[config.mk]
export PLATFORM = sky130hd
export DESIGN_NAME = dasb_bank
export DESIGN_NICKNAME = d
export VERILOG_FILES = /design/src/dasb_bank.v
export VERILOG_INCLUDE_DIRS = /design/src
export SDC_FILE = /design/constraint.sdc
export NUM_CORES = 1
export LEC_CHECK = 0
export BUFFER_PORTS_ARGS = -buffer_cell sky130_fd_sc_hd__buf_2
export CAP_MARGIN = 20
export CELL_PAD_IN_SITES_DETAIL_PLACEMENT = 1
export CELL_PAD_IN_SITES_GLOBAL_PLACEMENT = 1
export CORE_ASPECT_RATIO = 1.4
export CORE_MARGIN = 4
export CORE_UTILIZATION = 50
export DETAILED_ROUTE_END_ITERATION = 8
export HOLD_SLACK_MARGIN = 0.15
export PLACE_DENSITY = 0.82
export RECOVER_POWER = 50
export SLEW_MARGIN = 25
export SYNTH_ARGS = -nofsm -noshare
export SYNTH_HDL_FRONTEND = slang
export SYNTH_SLANG_ARGS = --single-unit
[constraint.sdc]
create_clock -name clk_i -period 4.4 [get_ports clk_i]
set_clock_uncertainty 0.15 [all_clocks]
set_input_delay 1.1 -clock clk_i [delete_from_list [all_inputs] [get_ports clk_i]]
set_output_delay 1.1 -clock clk_i [all_outputs]
set_load 0.005 [all_outputs]
[src/dasb_map.vh]
// address map, field positions and reset values of the dual converter register bank
// assumes: included by the bank module only; byte-wide special-function register bus
`ifndef DASB_MAP_VH
`define DASB_MAP_VH

`define DASB_A_MODE      8'hD1
`define DASB_A_PCTL      8'hD2
`define DASB_A_ACTL      8'hD3
`define DASB_A_SINC      8'hD4
`define DASB_A_EXC       8'hD5
`define DASB_A_STAT      8'hD8
`define DASB_A_PRES_M    8'hDA
`define DASB_A_PRES_H    8'hDB
`define DASB_A_ARES_L    8'hDC
`define DASB_A_ARES_H    8'hDD
`define DASB_A_POFS_M    8'hE2
`define DASB_A_POFS_H    8'hE3
`define DASB_A_AOFS_L    8'hE4
`define DASB_A_AOFS_H    8'hE5
`define DASB_A_PGN_M     8'hEA
`define DASB_A_PGN_H     8'hEB
`define DASB_A_AGN_L     8'hEC
`define DASB_A_AGN_H     8'hED

`define DASB_STAT_BASE   5'h1B
`define DASB_UNDEF_VAL   8'hFF

`define DASB_RST_ZERO    8'h00
`define DASB_RST_SINC    8'h45
`define DASB_RST_OFS_LO  8'h00
`define DASB_RST_OFS_HI  8'h80
`define DASB_RST_PGN_M   8'h55
`define DASB_RST_PGN_H   8'h53
`define DASB_RST_AGN_L   8'h9A
`define DASB_RST_AGN_H   8'h59
`define DASB_ONES16      16'hFFFF

`define DASB_ST_PRDY     3'h7
`define DASB_ST_ARDY     3'h6
`define DASB_ST_CAL      3'h5
`define DASB_ST_NOREF    3'h4
`define DASB_ST_PERR     3'h3
`define DASB_ST_AERR     3'h2

`define DASB_MD_LSB      0
`define DASB_MD_MSB      2
`define DASB_MD_IDLE     3'h0
`define DASB_MD_PEN      5
`define DASB_MD_AEN      4
`define DASB_CTL_EXTREF  6

`define DASB_KIND_CONV   2'h0
`define DASB_KIND_OFS    2'h1
`define DASB_KIND_GAIN   2'h2

`endif

[src/dasb_bank.v]
// register bank controlling a primary and an auxiliary sigma-delta converter
// assumes: core drives byte and bit accesses synchronous to clk_i, one access per cycle;
// converter engines report completion as one-cycle pulses with data and kind alongside
`timescale 1ns/10ps
`default_nettype none
`include "dasb_map.vh"

module dasb_bank (
  // clock and reset
  input  wire        clk_i,
  input  wire        rst_b_i,
  // byte access from the core
  input  wire [7:0]  sfr_addr_i,
  input  wire        sfr_wr_i,
  input  wire        sfr_rd_i,
  input  wire [7:0]  sfr_wdata_i,
  output reg  [7:0]  sfr_rdata_o,
  output reg         sfr_hit_o,
  // single-bit access from the core
  input  wire [7:0]  bit_addr_i,
  input  wire        bit_wr_i,
  input  wire        bit_rd_i,
  input  wire        bit_wdata_i,
  output reg         bit_rdata_o,
  output reg         bit_hit_o,
  // primary converter engine
  input  wire        pri_done_i,
  input  wire [1:0]  pri_kind_i,
  input  wire [15:0] pri_data_i,
  input  wire        pri_clamp_i,
  // auxiliary converter engine
  input  wire        aux_done_i,
  input  wire [1:0]  aux_kind_i,
  input  wire [15:0] aux_data_i,
  input  wire        aux_clamp_i,
  // reference detector
  input  wire        ref_missing_i,
  // configuration towards the converters
  output wire [7:0]  converter_mode_o,
  output wire [7:0]  pri_control_o,
  output wire [7:0]  aux_control_o,
  output wire [7:0]  sinc_decimation_o,
  output wire [7:0]  excitation_o,
  output wire        start_pulse_o
);

  // converter register file, index 0 primary, 1 auxiliary
  reg  [7:0]  mode_ff;
  reg  [7:0]  ctl_ff   [0:1];
  reg  [7:0]  sinc_ff;
  reg  [7:0]  exc_ff;
  reg  [15:0] res_ff   [0:1];
  reg  [15:0] ofs_ff   [0:1];
  reg  [15:0] gain_ff  [0:1];
  reg  [1:0]  rdy_ff;
  reg  [1:0]  err_ff;
  reg         cal_ff;
  reg         start_ff;

  wire [7:0]  stat_w;
  wire        any_active_w;
  wire        noref_w;
  wire        mode_wr_w;
  wire        mode_start_w;
  wire [1:0]  done_w;
  wire [1:0]  accept_w;
  wire [1:0]  rdy_clr_w;
  wire [1:0]  rdy_wset_w;
  wire        cal_done_w;
  reg  [7:0]  rd_mux;
  reg         rd_hit;

  // decode of byte addresses, used by the write paths; the read mux decodes with its own case
  function is_addr;
    input [7:0] a;
    input [7:0] b;
    begin
      is_addr = (a == b);
    end
  endfunction

  // hit flag for a bit address inside the status byte
  function stat_bit_hit;
    input [7:0] a;
    begin
      stat_bit_hit = (a[7:3] == `DASB_STAT_BASE);
    end
  endfunction

  assign any_active_w = mode_ff[`DASB_MD_PEN] | mode_ff[`DASB_MD_AEN];
  assign noref_w      = ref_missing_i & any_active_w;
  assign stat_w       = {rdy_ff[0], rdy_ff[1], cal_ff, noref_w,
                         err_ff[0], err_ff[1], 2'b00};

  assign mode_wr_w    = sfr_wr_i & is_addr(sfr_addr_i, `DASB_A_MODE);
  assign mode_start_w = mode_wr_w & (sfr_wdata_i[`DASB_MD_MSB:`DASB_MD_LSB] != `DASB_MD_IDLE);
  assign done_w       = {aux_done_i, pri_done_i};
  assign cal_done_w   = (pri_done_i & accept_w[0] & (pri_kind_i != `DASB_KIND_CONV)) |
                        (aux_done_i & accept_w[1] & (aux_kind_i != `DASB_KIND_CONV));

  genvar g;
  generate
    for (g = 0; g < 2; g = g + 1) begin : g_conv
      localparam [2:0] RDY_BIT = (g == 0) ? `DASB_ST_PRDY : `DASB_ST_ARDY;
      wire [1:0]  kind_w  = (g == 0) ? pri_kind_i  : aux_kind_i;
      wire [15:0] data_w  = (g == 0) ? pri_data_i  : aux_data_i;
      wire        clamp_w = (g == 0) ? pri_clamp_i : aux_clamp_i;
      // external reference missing forces the result to full scale
      wire        force_w = ref_missing_i & ctl_ff[g][`DASB_CTL_EXTREF];
      wire        stat_bw = bit_wr_i & (bit_addr_i == {`DASB_STAT_BASE, RDY_BIT});
      wire        stat_yw = sfr_wr_i & is_addr(sfr_addr_i, `DASB_A_STAT);
      wire        nxt_wv  = stat_yw ? sfr_wdata_i[RDY_BIT] : bit_wdata_i;

      // software clears directly, or indirectly through a start write
      assign rdy_clr_w[g]  = mode_start_w | ((stat_bw | stat_yw) & ~nxt_wv);
      assign rdy_wset_w[g] = (stat_bw | stat_yw) & nxt_wv;
      // results held until ready clears; a clear in the same cycle lets new data in
      assign accept_w[g]   = done_w[g] & (~rdy_ff[g] | rdy_clr_w[g]);

      always @(posedge clk_i or negedge rst_b_i) begin
        if (!rst_b_i) begin
          rdy_ff[g] <= 1'b0;
          err_ff[g] <= 1'b0;
          res_ff[g] <= 16'h0000;
        end else begin
          // set wins over any clear in the same cycle
          if (accept_w[g] | rdy_wset_w[g])
            rdy_ff[g] <= 1'b1;
          else if (rdy_clr_w[g])
            rdy_ff[g] <= 1'b0;
          if (accept_w[g] & (clamp_w | force_w))
            err_ff[g] <= 1'b1;
          else if (mode_start_w)
            err_ff[g] <= 1'b0;
          if (accept_w[g] & (kind_w == `DASB_KIND_CONV))
            res_ff[g] <= force_w ? `DASB_ONES16 : data_w;
        end
      end

      // coefficients: factory values at power-up, core writes, calibration updates
      always @(posedge clk_i or negedge rst_b_i) begin
        if (!rst_b_i) begin
          ofs_ff[g]  <= {`DASB_RST_OFS_HI, `DASB_RST_OFS_LO};
          gain_ff[g] <= (g == 0) ? {`DASB_RST_PGN_H, `DASB_RST_PGN_M}
                                 : {`DASB_RST_AGN_H, `DASB_RST_AGN_L};
        end else begin
          if (accept_w[g] & (kind_w == `DASB_KIND_OFS) & ~clamp_w)
            ofs_ff[g] <= data_w;
          else if (sfr_wr_i & is_addr(sfr_addr_i, (g == 0) ? `DASB_A_POFS_M : `DASB_A_AOFS_L))
            ofs_ff[g][7:0] <= sfr_wdata_i;
          else if (sfr_wr_i & is_addr(sfr_addr_i, (g == 0) ? `DASB_A_POFS_H : `DASB_A_AOFS_H))
            ofs_ff[g][15:8] <= sfr_wdata_i;
          if (accept_w[g] & (kind_w == `DASB_KIND_GAIN) & ~clamp_w)
            gain_ff[g] <= data_w;
          else if (sfr_wr_i & is_addr(sfr_addr_i, (g == 0) ? `DASB_A_PGN_M : `DASB_A_AGN_L))
            gain_ff[g][7:0] <= sfr_wdata_i;
          else if (sfr_wr_i & is_addr(sfr_addr_i, (g == 0) ? `DASB_A_PGN_H : `DASB_A_AGN_H))
            gain_ff[g][15:8] <= sfr_wdata_i;
        end
      end

      always @(posedge clk_i or negedge rst_b_i) begin
        if (!rst_b_i)
          ctl_ff[g] <= `DASB_RST_ZERO;
        else if (sfr_wr_i & is_addr(sfr_addr_i, (g == 0) ? `DASB_A_PCTL : `DASB_A_ACTL))
          ctl_ff[g] <= sfr_wdata_i;
      end
    end
  endgenerate

  // shared configuration; any other address falls through untouched
  always @(posedge clk_i or negedge rst_b_i) begin
    if (!rst_b_i) begin
      mode_ff  <= `DASB_RST_ZERO;
      sinc_ff  <= `DASB_RST_SINC;
      exc_ff   <= `DASB_RST_ZERO;
      cal_ff   <= 1'b0;
      start_ff <= 1'b0;
    end else begin
      start_ff <= mode_start_w;
      if (mode_wr_w)
        mode_ff <= sfr_wdata_i;
      if (sfr_wr_i & is_addr(sfr_addr_i, `DASB_A_SINC))
        sinc_ff <= sfr_wdata_i;
      if (sfr_wr_i & is_addr(sfr_addr_i, `DASB_A_EXC))
        exc_ff <= sfr_wdata_i;
      if (cal_done_w)
        cal_ff <= 1'b1;
      else if (mode_start_w)
        cal_ff <= 1'b0;
    end
  end

  // byte read mux; unmapped addresses report no hit and an undefined byte
  always @* begin
    rd_hit = 1'b1;
    case (sfr_addr_i)
      `DASB_A_MODE:   rd_mux = mode_ff;
      `DASB_A_PCTL:   rd_mux = ctl_ff[0];
      `DASB_A_ACTL:   rd_mux = ctl_ff[1];
      `DASB_A_SINC:   rd_mux = sinc_ff;
      `DASB_A_EXC:    rd_mux = exc_ff;
      `DASB_A_STAT:   rd_mux = stat_w;
      `DASB_A_PRES_M: rd_mux = res_ff[0][7:0];
      `DASB_A_PRES_H: rd_mux = res_ff[0][15:8];
      `DASB_A_ARES_L: rd_mux = res_ff[1][7:0];
      `DASB_A_ARES_H: rd_mux = res_ff[1][15:8];
      `DASB_A_POFS_M: rd_mux = ofs_ff[0][7:0];
      `DASB_A_POFS_H: rd_mux = ofs_ff[0][15:8];
      `DASB_A_AOFS_L: rd_mux = ofs_ff[1][7:0];
      `DASB_A_AOFS_H: rd_mux = ofs_ff[1][15:8];
      `DASB_A_PGN_M:  rd_mux = gain_ff[0][7:0];
      `DASB_A_PGN_H:  rd_mux = gain_ff[0][15:8];
      `DASB_A_AGN_L:  rd_mux = gain_ff[1][7:0];
      `DASB_A_AGN_H:  rd_mux = gain_ff[1][15:8];
      default: begin
        rd_mux = `DASB_UNDEF_VAL;
        rd_hit = 1'b0;
      end
    endcase
  end

  // read data registered so the core samples a stable value one cycle later
  always @(posedge clk_i or negedge rst_b_i) begin
    if (!rst_b_i) begin
      sfr_rdata_o <= `DASB_RST_ZERO;
      sfr_hit_o   <= 1'b0;
      bit_rdata_o <= 1'b0;
      bit_hit_o   <= 1'b0;
    end else begin
      if (sfr_rd_i) begin
        sfr_rdata_o <= rd_mux;
        sfr_hit_o   <= rd_hit;
      end
      if (bit_rd_i) begin
        bit_rdata_o <= stat_bit_hit(bit_addr_i) & stat_w[bit_addr_i[2:0]];
        bit_hit_o   <= stat_bit_hit(bit_addr_i);
      end
    end
  end

  assign converter_mode_o  = mode_ff;
  assign pri_control_o     = ctl_ff[0];
  assign aux_control_o     = ctl_ff[1];
  assign sinc_decimation_o = sinc_ff;
  assign excitation_o      = exc_ff;
  assign start_pulse_o     = start_ff;

endmodule

`default_nettype wire

# Word level (Yosys, flattened, before mapping)
# Index checks and enable logic that the tools add are counted.
[word_totals]
output_inout_bits = 52
wordCells = 171
inputBits = 72
ff_bits = 153
[op_classes]
order_cmp = 1
n_reduce_logical = 23
n_bitwise = 61
n_eq_ne = 29
n_mux = 32
[ops]
columns = ["op", "count"]
rows = [
  ["$eq A8 B8 Y1 const B", 20],
  ["$pmux W8 S18", 1],
  ["$mux W16", 6],
  ["$mux W8", 12],
  ["$and A1 B1 Y1", 43],
  ["$reduce_bool A2 Y1", 15],
  ["$reduce_or A18 Y1", 1],
  ["$mux W1", 12],
  ["$or A1 B1 Y1", 12],
  ["$ne A2 B2 Y1 const B", 4],
  ["$reduce_and A2 Y1", 4],
  ["$not A1 Y1", 6],
  ["$eq A5 B5 Y1 const B", 1],
  ["$eq A2 B1 Y1 const B", 2],
  ["$eq A2 B2 Y1 const B", 2],
  ["$logic_not A2 Y1", 2],
  ["$lt A3 B4 Y1 const B", 1],
  ["$bmux W1 S3", 1],
  ["$reduce_bool A3 Y1", 1],
]

# Depth between registers and ports, before layout
# Gate-level depths: netlist of run 1.
[logic_depth]
ltp_word = 12
depth_mapped = 10
mapped_depth_nobuf = 5

# Worst setup path before layout of run 1
# Ideal clock, no wire load.
[synth_timing]
path_type = "input -> register"
start = "in sfr_addr_i[0]"
end = "reg ofs_ff[16] in the netlist's numbering"
required_ns = 4.125
arrival_time_ns = 3.148
path_buffers = 4
slack_ns = 0.977
setup_ns = 0.125
stages = 9
path_cell_list = "buf_2 nand4bb_1 buf_2 or3_1 buf_2 mux2i_4 o21ai_2 buf_2 mux2_2"
[synth_via]
elab_chain_len = 11
word_cells_on_any_way = 18
classes_between = "eq/ne: 3; mux: 2; bitwise: 12; reduce/logical: 1"
[synth_rtl]
columns = ["element", "line", "rtl"]
rows = [
  ["start, declared", "dasb_bank.v:13", "input wire [7:0] sfr_addr_i,"],
  ["$eq A8 B8 Y1", "dasb_bank.v:78", "is_addr = (a == b);"],
  ["$and A1 B1 Y1", "dasb_bank.v:111", "wire stat_yw = sfr_wr_i & is_addr(sfr_addr_i, `DASB_A_STAT);"],
  ["$mux W1", "dasb_bank.v:112", "wire nxt_wv = stat_yw ? sfr_wdata_i[RDY_BIT] : bit_wdata_i;"],
  ["$not A1 Y1", "dasb_bank.v:115", "assign rdy_clr_w[g] = mode_start_w | ((stat_bw | stat_yw) & ~nxt_wv);"],
  ["$and A1 B1 Y1", "dasb_bank.v:115", ""],
  ["$or A1 B1 Y1", "dasb_bank.v:115", ""],
  ["$or A1 B1 Y1", "dasb_bank.v:118", "assign accept_w[g] = done_w[g] & (~rdy_ff[g] | rdy_clr_w[g]);"],
  ["$and A1 B1 Y1", "dasb_bank.v:118", ""],
  ["$and A1 B1 Y1 (2 in series)", "dasb_bank.v:147", "if (accept_w[g] & (kind_w == `DASB_KIND_OFS) & ~clamp_w)"],
  ["$mux W16 or $reduce_bool A2 Y1 (tied branches)", "--", ""],
  ["end signal, assigned by index", "dasb_bank.v:148", "ofs_ff[g] <= data_w;"],
  ["end signal, assigned by index", "dasb_bank.v:150", "ofs_ff[g][7:0] <= sfr_wdata_i;"],
  ["end signal, assigned by index", "dasb_bank.v:152", "ofs_ff[g][15:8] <= sfr_wdata_i;"],
  ["end, declared", "dasb_bank.v:53", "reg [15:0] ofs_ff [0:1];"],
]
# Parallel ways exist; a longest one is shown, timed or not.
# A chain may end at the register's enable or synchronous reset.

# Final worst setup path of run 1
[layout_timing]
start = "in sfr_addr_i[0]"
end = "reg gain_ff[23] in the netlist's numbering"
[layout_via]
elab_chain_len = 11
word_cells_on_any_way = 18
classes_between = "eq/ne: 3; mux: 2; bitwise: 12; reduce/logical: 1"
[layout_rtl]
columns = ["element", "line", "rtl"]
rows = [
  ["$eq A8 B8 Y1", "dasb_bank.v:78", ""],
  ["$and A1 B1 Y1", "dasb_bank.v:111", ""],
  ["$mux W1", "dasb_bank.v:112", ""],
  ["$not A1 Y1", "dasb_bank.v:115", ""],
  ["$and A1 B1 Y1", "dasb_bank.v:115", ""],
  ["$or A1 B1 Y1", "dasb_bank.v:115", ""],
  ["$or A1 B1 Y1", "dasb_bank.v:118", ""],
  ["$and A1 B1 Y1", "dasb_bank.v:118", ""],
  ["$and A1 B1 Y1 (2 in series)", "dasb_bank.v:153", "if (accept_w[g] & (kind_w == `DASB_KIND_GAIN) & ~clamp_w)"],
  ["$mux W16 or $reduce_bool A2 Y1 (tied branches)", "--", ""],
  ["end signal, assigned by index", "dasb_bank.v:154", "gain_ff[g] <= data_w;"],
  ["end signal, assigned by index", "dasb_bank.v:156", "gain_ff[g][7:0] <= sfr_wdata_i;"],
  ["end signal, assigned by index", "dasb_bank.v:158", "gain_ff[g][15:8] <= sfr_wdata_i;"],
  ["end, declared", "dasb_bank.v:54", "reg [15:0] gain_ff [0:1];"],
]
# Parallel ways exist; a longest one is shown, timed or not.

==> results of run 1 <==
critical path, cell delays in order:
cell and delay, ps:
buf_2 160, nand4bb_1 440, or3_1 640, mux2i_4 280, o211ai_4 600, mux2_2 420
layer usage:
metal | part of all wire [%] | track usage (%)
met1 | 36 | 35.4
met2 | 52 | 57.2
met3 | 6.6 | 7.60
met4 | 5.2 | 18.7
met5 | 0.053 | 0
how the worst min path moves through the flow:
stage,start,endpoint,slack (ps),cells past startpoint
final,res_ff[23],res_ff[23],360,1
after global routing,res_ff[23],res_ff[23],380,1
after CTS,res_ff[4],res_ff[4],360,1
after detailed placement,res_ff[23],res_ff[23],350,1
after global placement,res_ff[14],res_ff[14],340,1
after floorplan,err_ff[0],err_ff[0],320,2
flip-flops by register name (all words and copies together), names as in the netlist, 8 cells and up:
signal and count:
aux_control_o 8, converter_mode_o 8, excitation_o 8, gain_ff 32
ofs_ff 32, pri_control_o 8, res_ff 32, sfr_rdata_o 8
sinc_decimation_o 8
power by group through the flow:
| stage | logic (uW) | clock network [uW] | registers (uW) |
|---|---|---|---|
| 4_1_cts | 450 | 1550 | 1610 |
| 5_1_grt | 484 | 1610 | 1630 |
| 6_report | 450 | 1540 | 1620 |
| 3_3_place_gp | 418 | 0 | 1630 |
| 3_5_place_dp | 443 | 0 | 1640 |
| 2_1_floorplan | 259 | 0 | 1610 |
cell type report:
| type | count | share of cell area [%] |
|---|---|---|
| Tap cell | 199 | 2.52 |
| Sequential cell | 153 | 39.0 |
| Timing Repair Buffer | 154 | 8.61 |
| Clock buffer | 19 | 4.58 |
| Inverter | 9 | 0.341 |
| Antenna cell | 1 | 0.0253 |
| Clock inverter | 13 | 1.62 |
| Multi-Input combinational cell | 487 | 43.3 |
stage by stage:
step | hold slack (ps) | util [%]
finish | 362 | 60.4
global route | 382 | 60.4
detailed placement | 351 | 56.8
CTS | 363 | 60.6
floorplan | 319 | -
global placement | 336 | 56.8
cell families after synthesis:
family                    share of synthesized area [%]
muxes                                              27.0
and+or+nand+nor                                    9.93
xor gates and xnor gates                          0.104
DFF                                                45.7
buffers and inverters                              3.38
AOI/OAI and AO/OA                                  13.8
cells in the final DEF (no fill, tap or decap), drive strengths merged, types with 4 or more instances in the layout:
cell type / count
mux2: 178
buf: 144
dfrtp: 132
o22a: 34
nand2: 31
nor2: 30
clkbuf: 29
a22oi: 21
dfstp: 21
nand3: 17
o21ai: 14
mux2i: 14
inv: 14
a31oi: 10
o22ai: 10
a32oi: 9
a21oi: 8
nand2b: 7
nor2b: 6
a22o: 6
nor4: 6
nor3: 5
nand3b: 5
and3: 4
nor3b: 4
nand4b: 4
and2: 4
==> impl_results.md, run 1 <==
* RSZ-0062 raised after global routing: no
* Setup Slack @ Placement at 514 ps
* Via count at 7,025
* Core Area at 16,400 um2
* Port bufs at 123
* Outcome: finished with violations
* Worst Tran Pin Value at 2180 ps
* Final ANT Viol Nets at 0
* Area grow syn2layout at 17.4%
* Critical path startpoint category: input pin
* Yosys top cell by area: dfrtp_1
* CTS Sinks at 153
* Slew Limit Fails at 89
* Post-route minimum period at 3480 ps
* Area share of the largest cell type after synthesis at 39.2%
* First-pass GRT wire length at 46.8 mm
* Gr usage total at 32.3%
* Hold buffers post-CTS at 0
* Reg2Reg Depth at 4
* Rows at 55
* Setup TNS at 0 ps
* P_int at 2630 uW
* Number of instances in the placed design at 1,002
* Async S/R FF share, synth at 100%
* Slew headroom at -45.2%
* Psw at 970 uW
* CP Class: input pin to flop
* Leakage Power at 0.00459 uW
* Drt via density at 6.79
* Failing checks: max-capacitance violations, max-slew violations
* Clk pwr share at 42.6%
* Register Area at 3850 um2
* Setup crit start: sfr_addr_i[0]
* DRT iter0 DRCs at 592
* PwrDens at 364 nW/um2
* Synth cell types at 76
* Mapped Area at 8430 um2
* Fin cells at 1,035
* DP Area at 9310 um2
* Final-report hold violation count at 0
* Syn Inst Count at 698
* Drt drc at 0
* Clock Pin Slew Worst Setup and Hold Paths at 60 ps
* Share of layout cells above drive strength 1 at 46.2%
* Final setup margin at 916 ps
* Overall die width at 118 um
* Final Cycle Share at 79.2%
* Peak VDD IR at 227 uV
* Sw frac at 26.9%
* Post-route cell area at 9890 um2
* Initial antenna violation count at 2
* Vias in the first global route at 7,826
* Comb pwr share at 12.5%
* Flop pwr share at 44.9%
* Synth Warn # at 0
* Router iterations before antenna repair at 5
* Final setup viols at 0
* TritonCTS buffer count at 17
* Flops & latches, synth at 153
* Fmax at 0.287 GHz
* Final wirelength at 30.3 mm
* Total Nets Final at 894
* Post_cts resized at 0
* Crit path to: gain_ff[23]
* H-tree level count at 4
* Syn_nets at 770
* Largest net degree at the start of global routing at 89
* Max clock buf depth at 2
* Insertion delay to the later sink of the worst-skew pair at 440 ps
* Crit path DAT at 3660 ps
* Initial Util at 51.5%
* FF-to-FF Start: rdy_ff[0]
* RR Endpoint: gain_ff[23]
* Post-synthesis average cell area at 12.1 um2
* Max FO, Critical Path at 16
* Register area share after synthesis at 45.7%
* Die area at 19,000 um2
* CTS tree: built
* Final Wtd Congestion at 0.964
* Boundary Pins at 124
* Number of flops mapped to enable cells by yosys at 0
* Most frequent cell after synthesis: mux2_2
* FILL cells at 1,774
* Maximum capacitance violations at 1
* Worst reg-to-reg setup slack at 2210 ps
* Worst Hold Class: flop to flop
* Area contributors post-synth: dfrtp_1 (39%), mux2_2 (21%), dfstp_2 (6.5%)
* Grt ovf at 0
* Die extent in y at 162 um
* Total area of multi-input combinational cells at 4290 um2
* Top FF cell, synth: dfrtp_1
* Post-DP HPWL at 21.3 mm
* CP required at 4570 ps
* Wirelength per Cell at 29.3 um
* CP endpoint kind: flop
* Overall Power at 3600 uW
* Setup Buffers After CTS at 0
* Clock root cell: clkbuf_16
* Synth cell count leaders: mux2_2 (154), dfrtp_1 (132), o22a_1 (34), clkbuf_1 (31), nand2_1 (31)
(Power assumes the default switching activity.)
==> run 2, diff against run 1 <==
--- a/config.mk
+++ b/config.mk
@@ -12,10 +12,10 @@
 export CELL_PAD_IN_SITES_GLOBAL_PLACEMENT = 1
 export CORE_ASPECT_RATIO = 1.4
 export CORE_MARGIN = 4
-export CORE_UTILIZATION = 50
+export CORE_UTILIZATION = 42
 export DETAILED_ROUTE_END_ITERATION = 8
 export HOLD_SLACK_MARGIN = 0.15
-export PLACE_DENSITY = 0.82
+export PLACE_DENSITY = 0.73
 export RECOVER_POWER = 50
 export SLEW_MARGIN = 25
 export SYNTH_ARGS = -nofsm -noshare
==> constraint.sdc (replaced) <==
create_clock -name clk_i -period 3 [get_ports clk_i]
set_clock_uncertainty 0.15 [all_clocks]
set_input_delay 0.75 -clock clk_i [delete_from_list [all_inputs] [get_ports clk_i]]
set_output_delay 0.75 -clock clk_i [all_outputs]
set_load 0.005 [all_outputs]
==> impl_results.md, run 2 (synthesis results as in run 1) <==
* Psw at 1350 uW
* Clk pwr share at 41.4%
* CP bufs+invs at 3
* Boundary Pins at 124
* Reg2Reg Depth at 6
* Total area of multi-input combinational cells at 4300 um2
* Outcome: complete, no violations
* CTS tree: built
* CP Class: input pin to flop
* N_diodes at 0
* Port bufs at 123
* Setup Buffers After CTS at 0
* CP endpoint kind: flop
* Setup crit start: sfr_addr_i[0]
* Crit path DAT at 3010 ps
* Final ANT Viol Nets at 0
* FILL cells at 2,095
* Peak VDD IR at 431 uV
* Slowest cell on the critical path: or3_1
* PwrDens at 499 nW/um2
* Largest regs: gain_ff: 32 flops, ofs_ff: 32 flops, res_ff: 32 flops
* Share of layout cells above drive strength 1 at 49.6%
* Register Area at 3850 um2
* Slew headroom at 12.7%
* Worst hold path depth at 1
* Min-delay src: res_ff[1]
* Slew Limit Fails at 0
* FF-to-FF Start: rdy_ff[0]
* Total Nets Final at 952
* Crit path cell chain: buf_2 -> nand4bb_1 -> or3_1 -> buf_4 -> a311oi_1 -> nor2_1 -> buf_12 -> o22a_1
* Worst Hold Class: flop to flop
* P_int at 3890 uW
* Setup TNS at 0 ps
* H-tree level count at 4
* Leakage Power at 0.00490 uW
* Die extent in y at 176 um
* Max clock buf depth at 2
* Crit path largest cell delay at 580 ps
* Maximum capacitance violations at 0
* Core Area at 19,800 um2
* CTS Sinks at 153
* Wirelength per Cell at 26.7 um
* Commonest non-fill, non-tap cell in the layout: mux2_2
* Core Util, Final at 53.1%
* Vias in the first global route at 7,776
* Crit path max-delay family: simple AND/OR/NAND/NOR gates
* Worst Tran Pin Value at 1310 ps
* Comb pwr share at 13.3%
* Area grow syn2layout at 24.6%
* Fmax at 0.349 GHz
* Initial antenna violation count at 0
* TritonCTS buffer count at 17
* Overall die width at 128 um
* Critical path startpoint category: input pin
* Final setup viols at 0
* First-pass GRT wire length at 46.9 mm
* Drt via density at 6.16
* RSZ-0062 raised after global routing: no
* Sw frac at 25.8%
* CP required at 3150 ps
* Drt drc at 0
* Post_cts resized at 0
* Post-DP HPWL at 22.2 mm
* Via count at 7,052
* Final wirelength at 30.6 mm
* Rows at 61
* DRT iter0 DRCs at 593
* Largest net degree at the start of global routing at 55
* Clock Pin Slew Worst Setup and Hold Paths at 60 ps
* Router iterations before antenna repair at 7
* Post-route minimum period at 2870 ps
* Most frequent cells in the layout: mux2_2 (154), dfrtp_1 (132), buf_2 (113)
* Grt ovf at 0
* Logic depth of the worst path, buffers included at 8
* Initial Util at 42.6%
* Max FO, Critical Path at 16
* Overall Power at 5240 uW
* Flop pwr share at 45.3%
* Clock root cell: clkbuf_16
* Die area at 22,400 um2
* Final-report hold violation count at 0
* Final Wtd Congestion at 0.901
* Gr usage total at 27.6%
* Hold buffers post-CTS at 1
* Insertion delay to the later sink of the worst-skew pair at 430 ps
* Final Cycle Share at 95.6%
run 2: cell types whose count changed in the layout (fill, tap and decap cells not counted), sizes merged:
cell,change
clkinv,+2
clkbuf,+2
buf,+57
dlygate4sd3,+1
diode,-1
inv,-4
run 2: path summary, 6_finish.rpt:
check                              to  slack [ps]
setup reg to reg           res_ff[20]         920
min in group asynchronous  ofs_ff[20]        1000
hold / removal              res_ff[1]         350
hold reg to reg             res_ff[1]         350
max in group asynchronous  gain_ff[3]         730
setup / recovery           res_ff[20]         130
run 2: worst reg2reg max path: cells and delay by family, from the launching register on:
kind | cells | cell delay (ps)
flops | 1 | 450
compound gates | 3 | 840
buf+inv | 2 | 350
simple gates | 1 | 150
run 2: stage by stage:
step	instances	instance area, um2	hold slack (ps)	worst slack (ps)
floorplan	698	8450	304	5.25
global placement	1112	9920	336	-72.3
detailed placement	1112	9920	340	-193
CTS	1145	10500	353	162
global route	1145	10500	376	39.6
finish	1145	10500	353	132
run 2: final cells by class:
cell class	instances	area share [%]
flip-flops and latches	153	36.7
clock buffers	21	4.48
multi-input cells	487	40.9
well taps	252	3.00
clock inverters	11	1.14
inverters	9	0.322
repair buffers	212	13.5
run 2: routing by layer:
| layer | GRT usage [%] | vias up | part of all wire (%) |
|---|---|---|---|
| met4 | 12.2 | 0 | 4.1 |
| met2 | 48.9 | 269 | 53 |
| met1 | 32.7 | 3642 | 39 |
| met3 | 4.38 | 88 | 4.5 |
| met5 | 0 | - | 0 |
| li1 | - | 3053 | - |
run 2: power groups by stage:
stage | Clock [uW] | Combinational [uW] | Sequential (uW)
final | 2170 | 699 | 2370
after floorplan | 0 | 380 | 2350
after detailed placement | 0 | 689 | 2400
after CTS | 2200 | 702 | 2370
after global routing | 2300 | 751 | 2390
after global placement | 0 | 659 | 2390
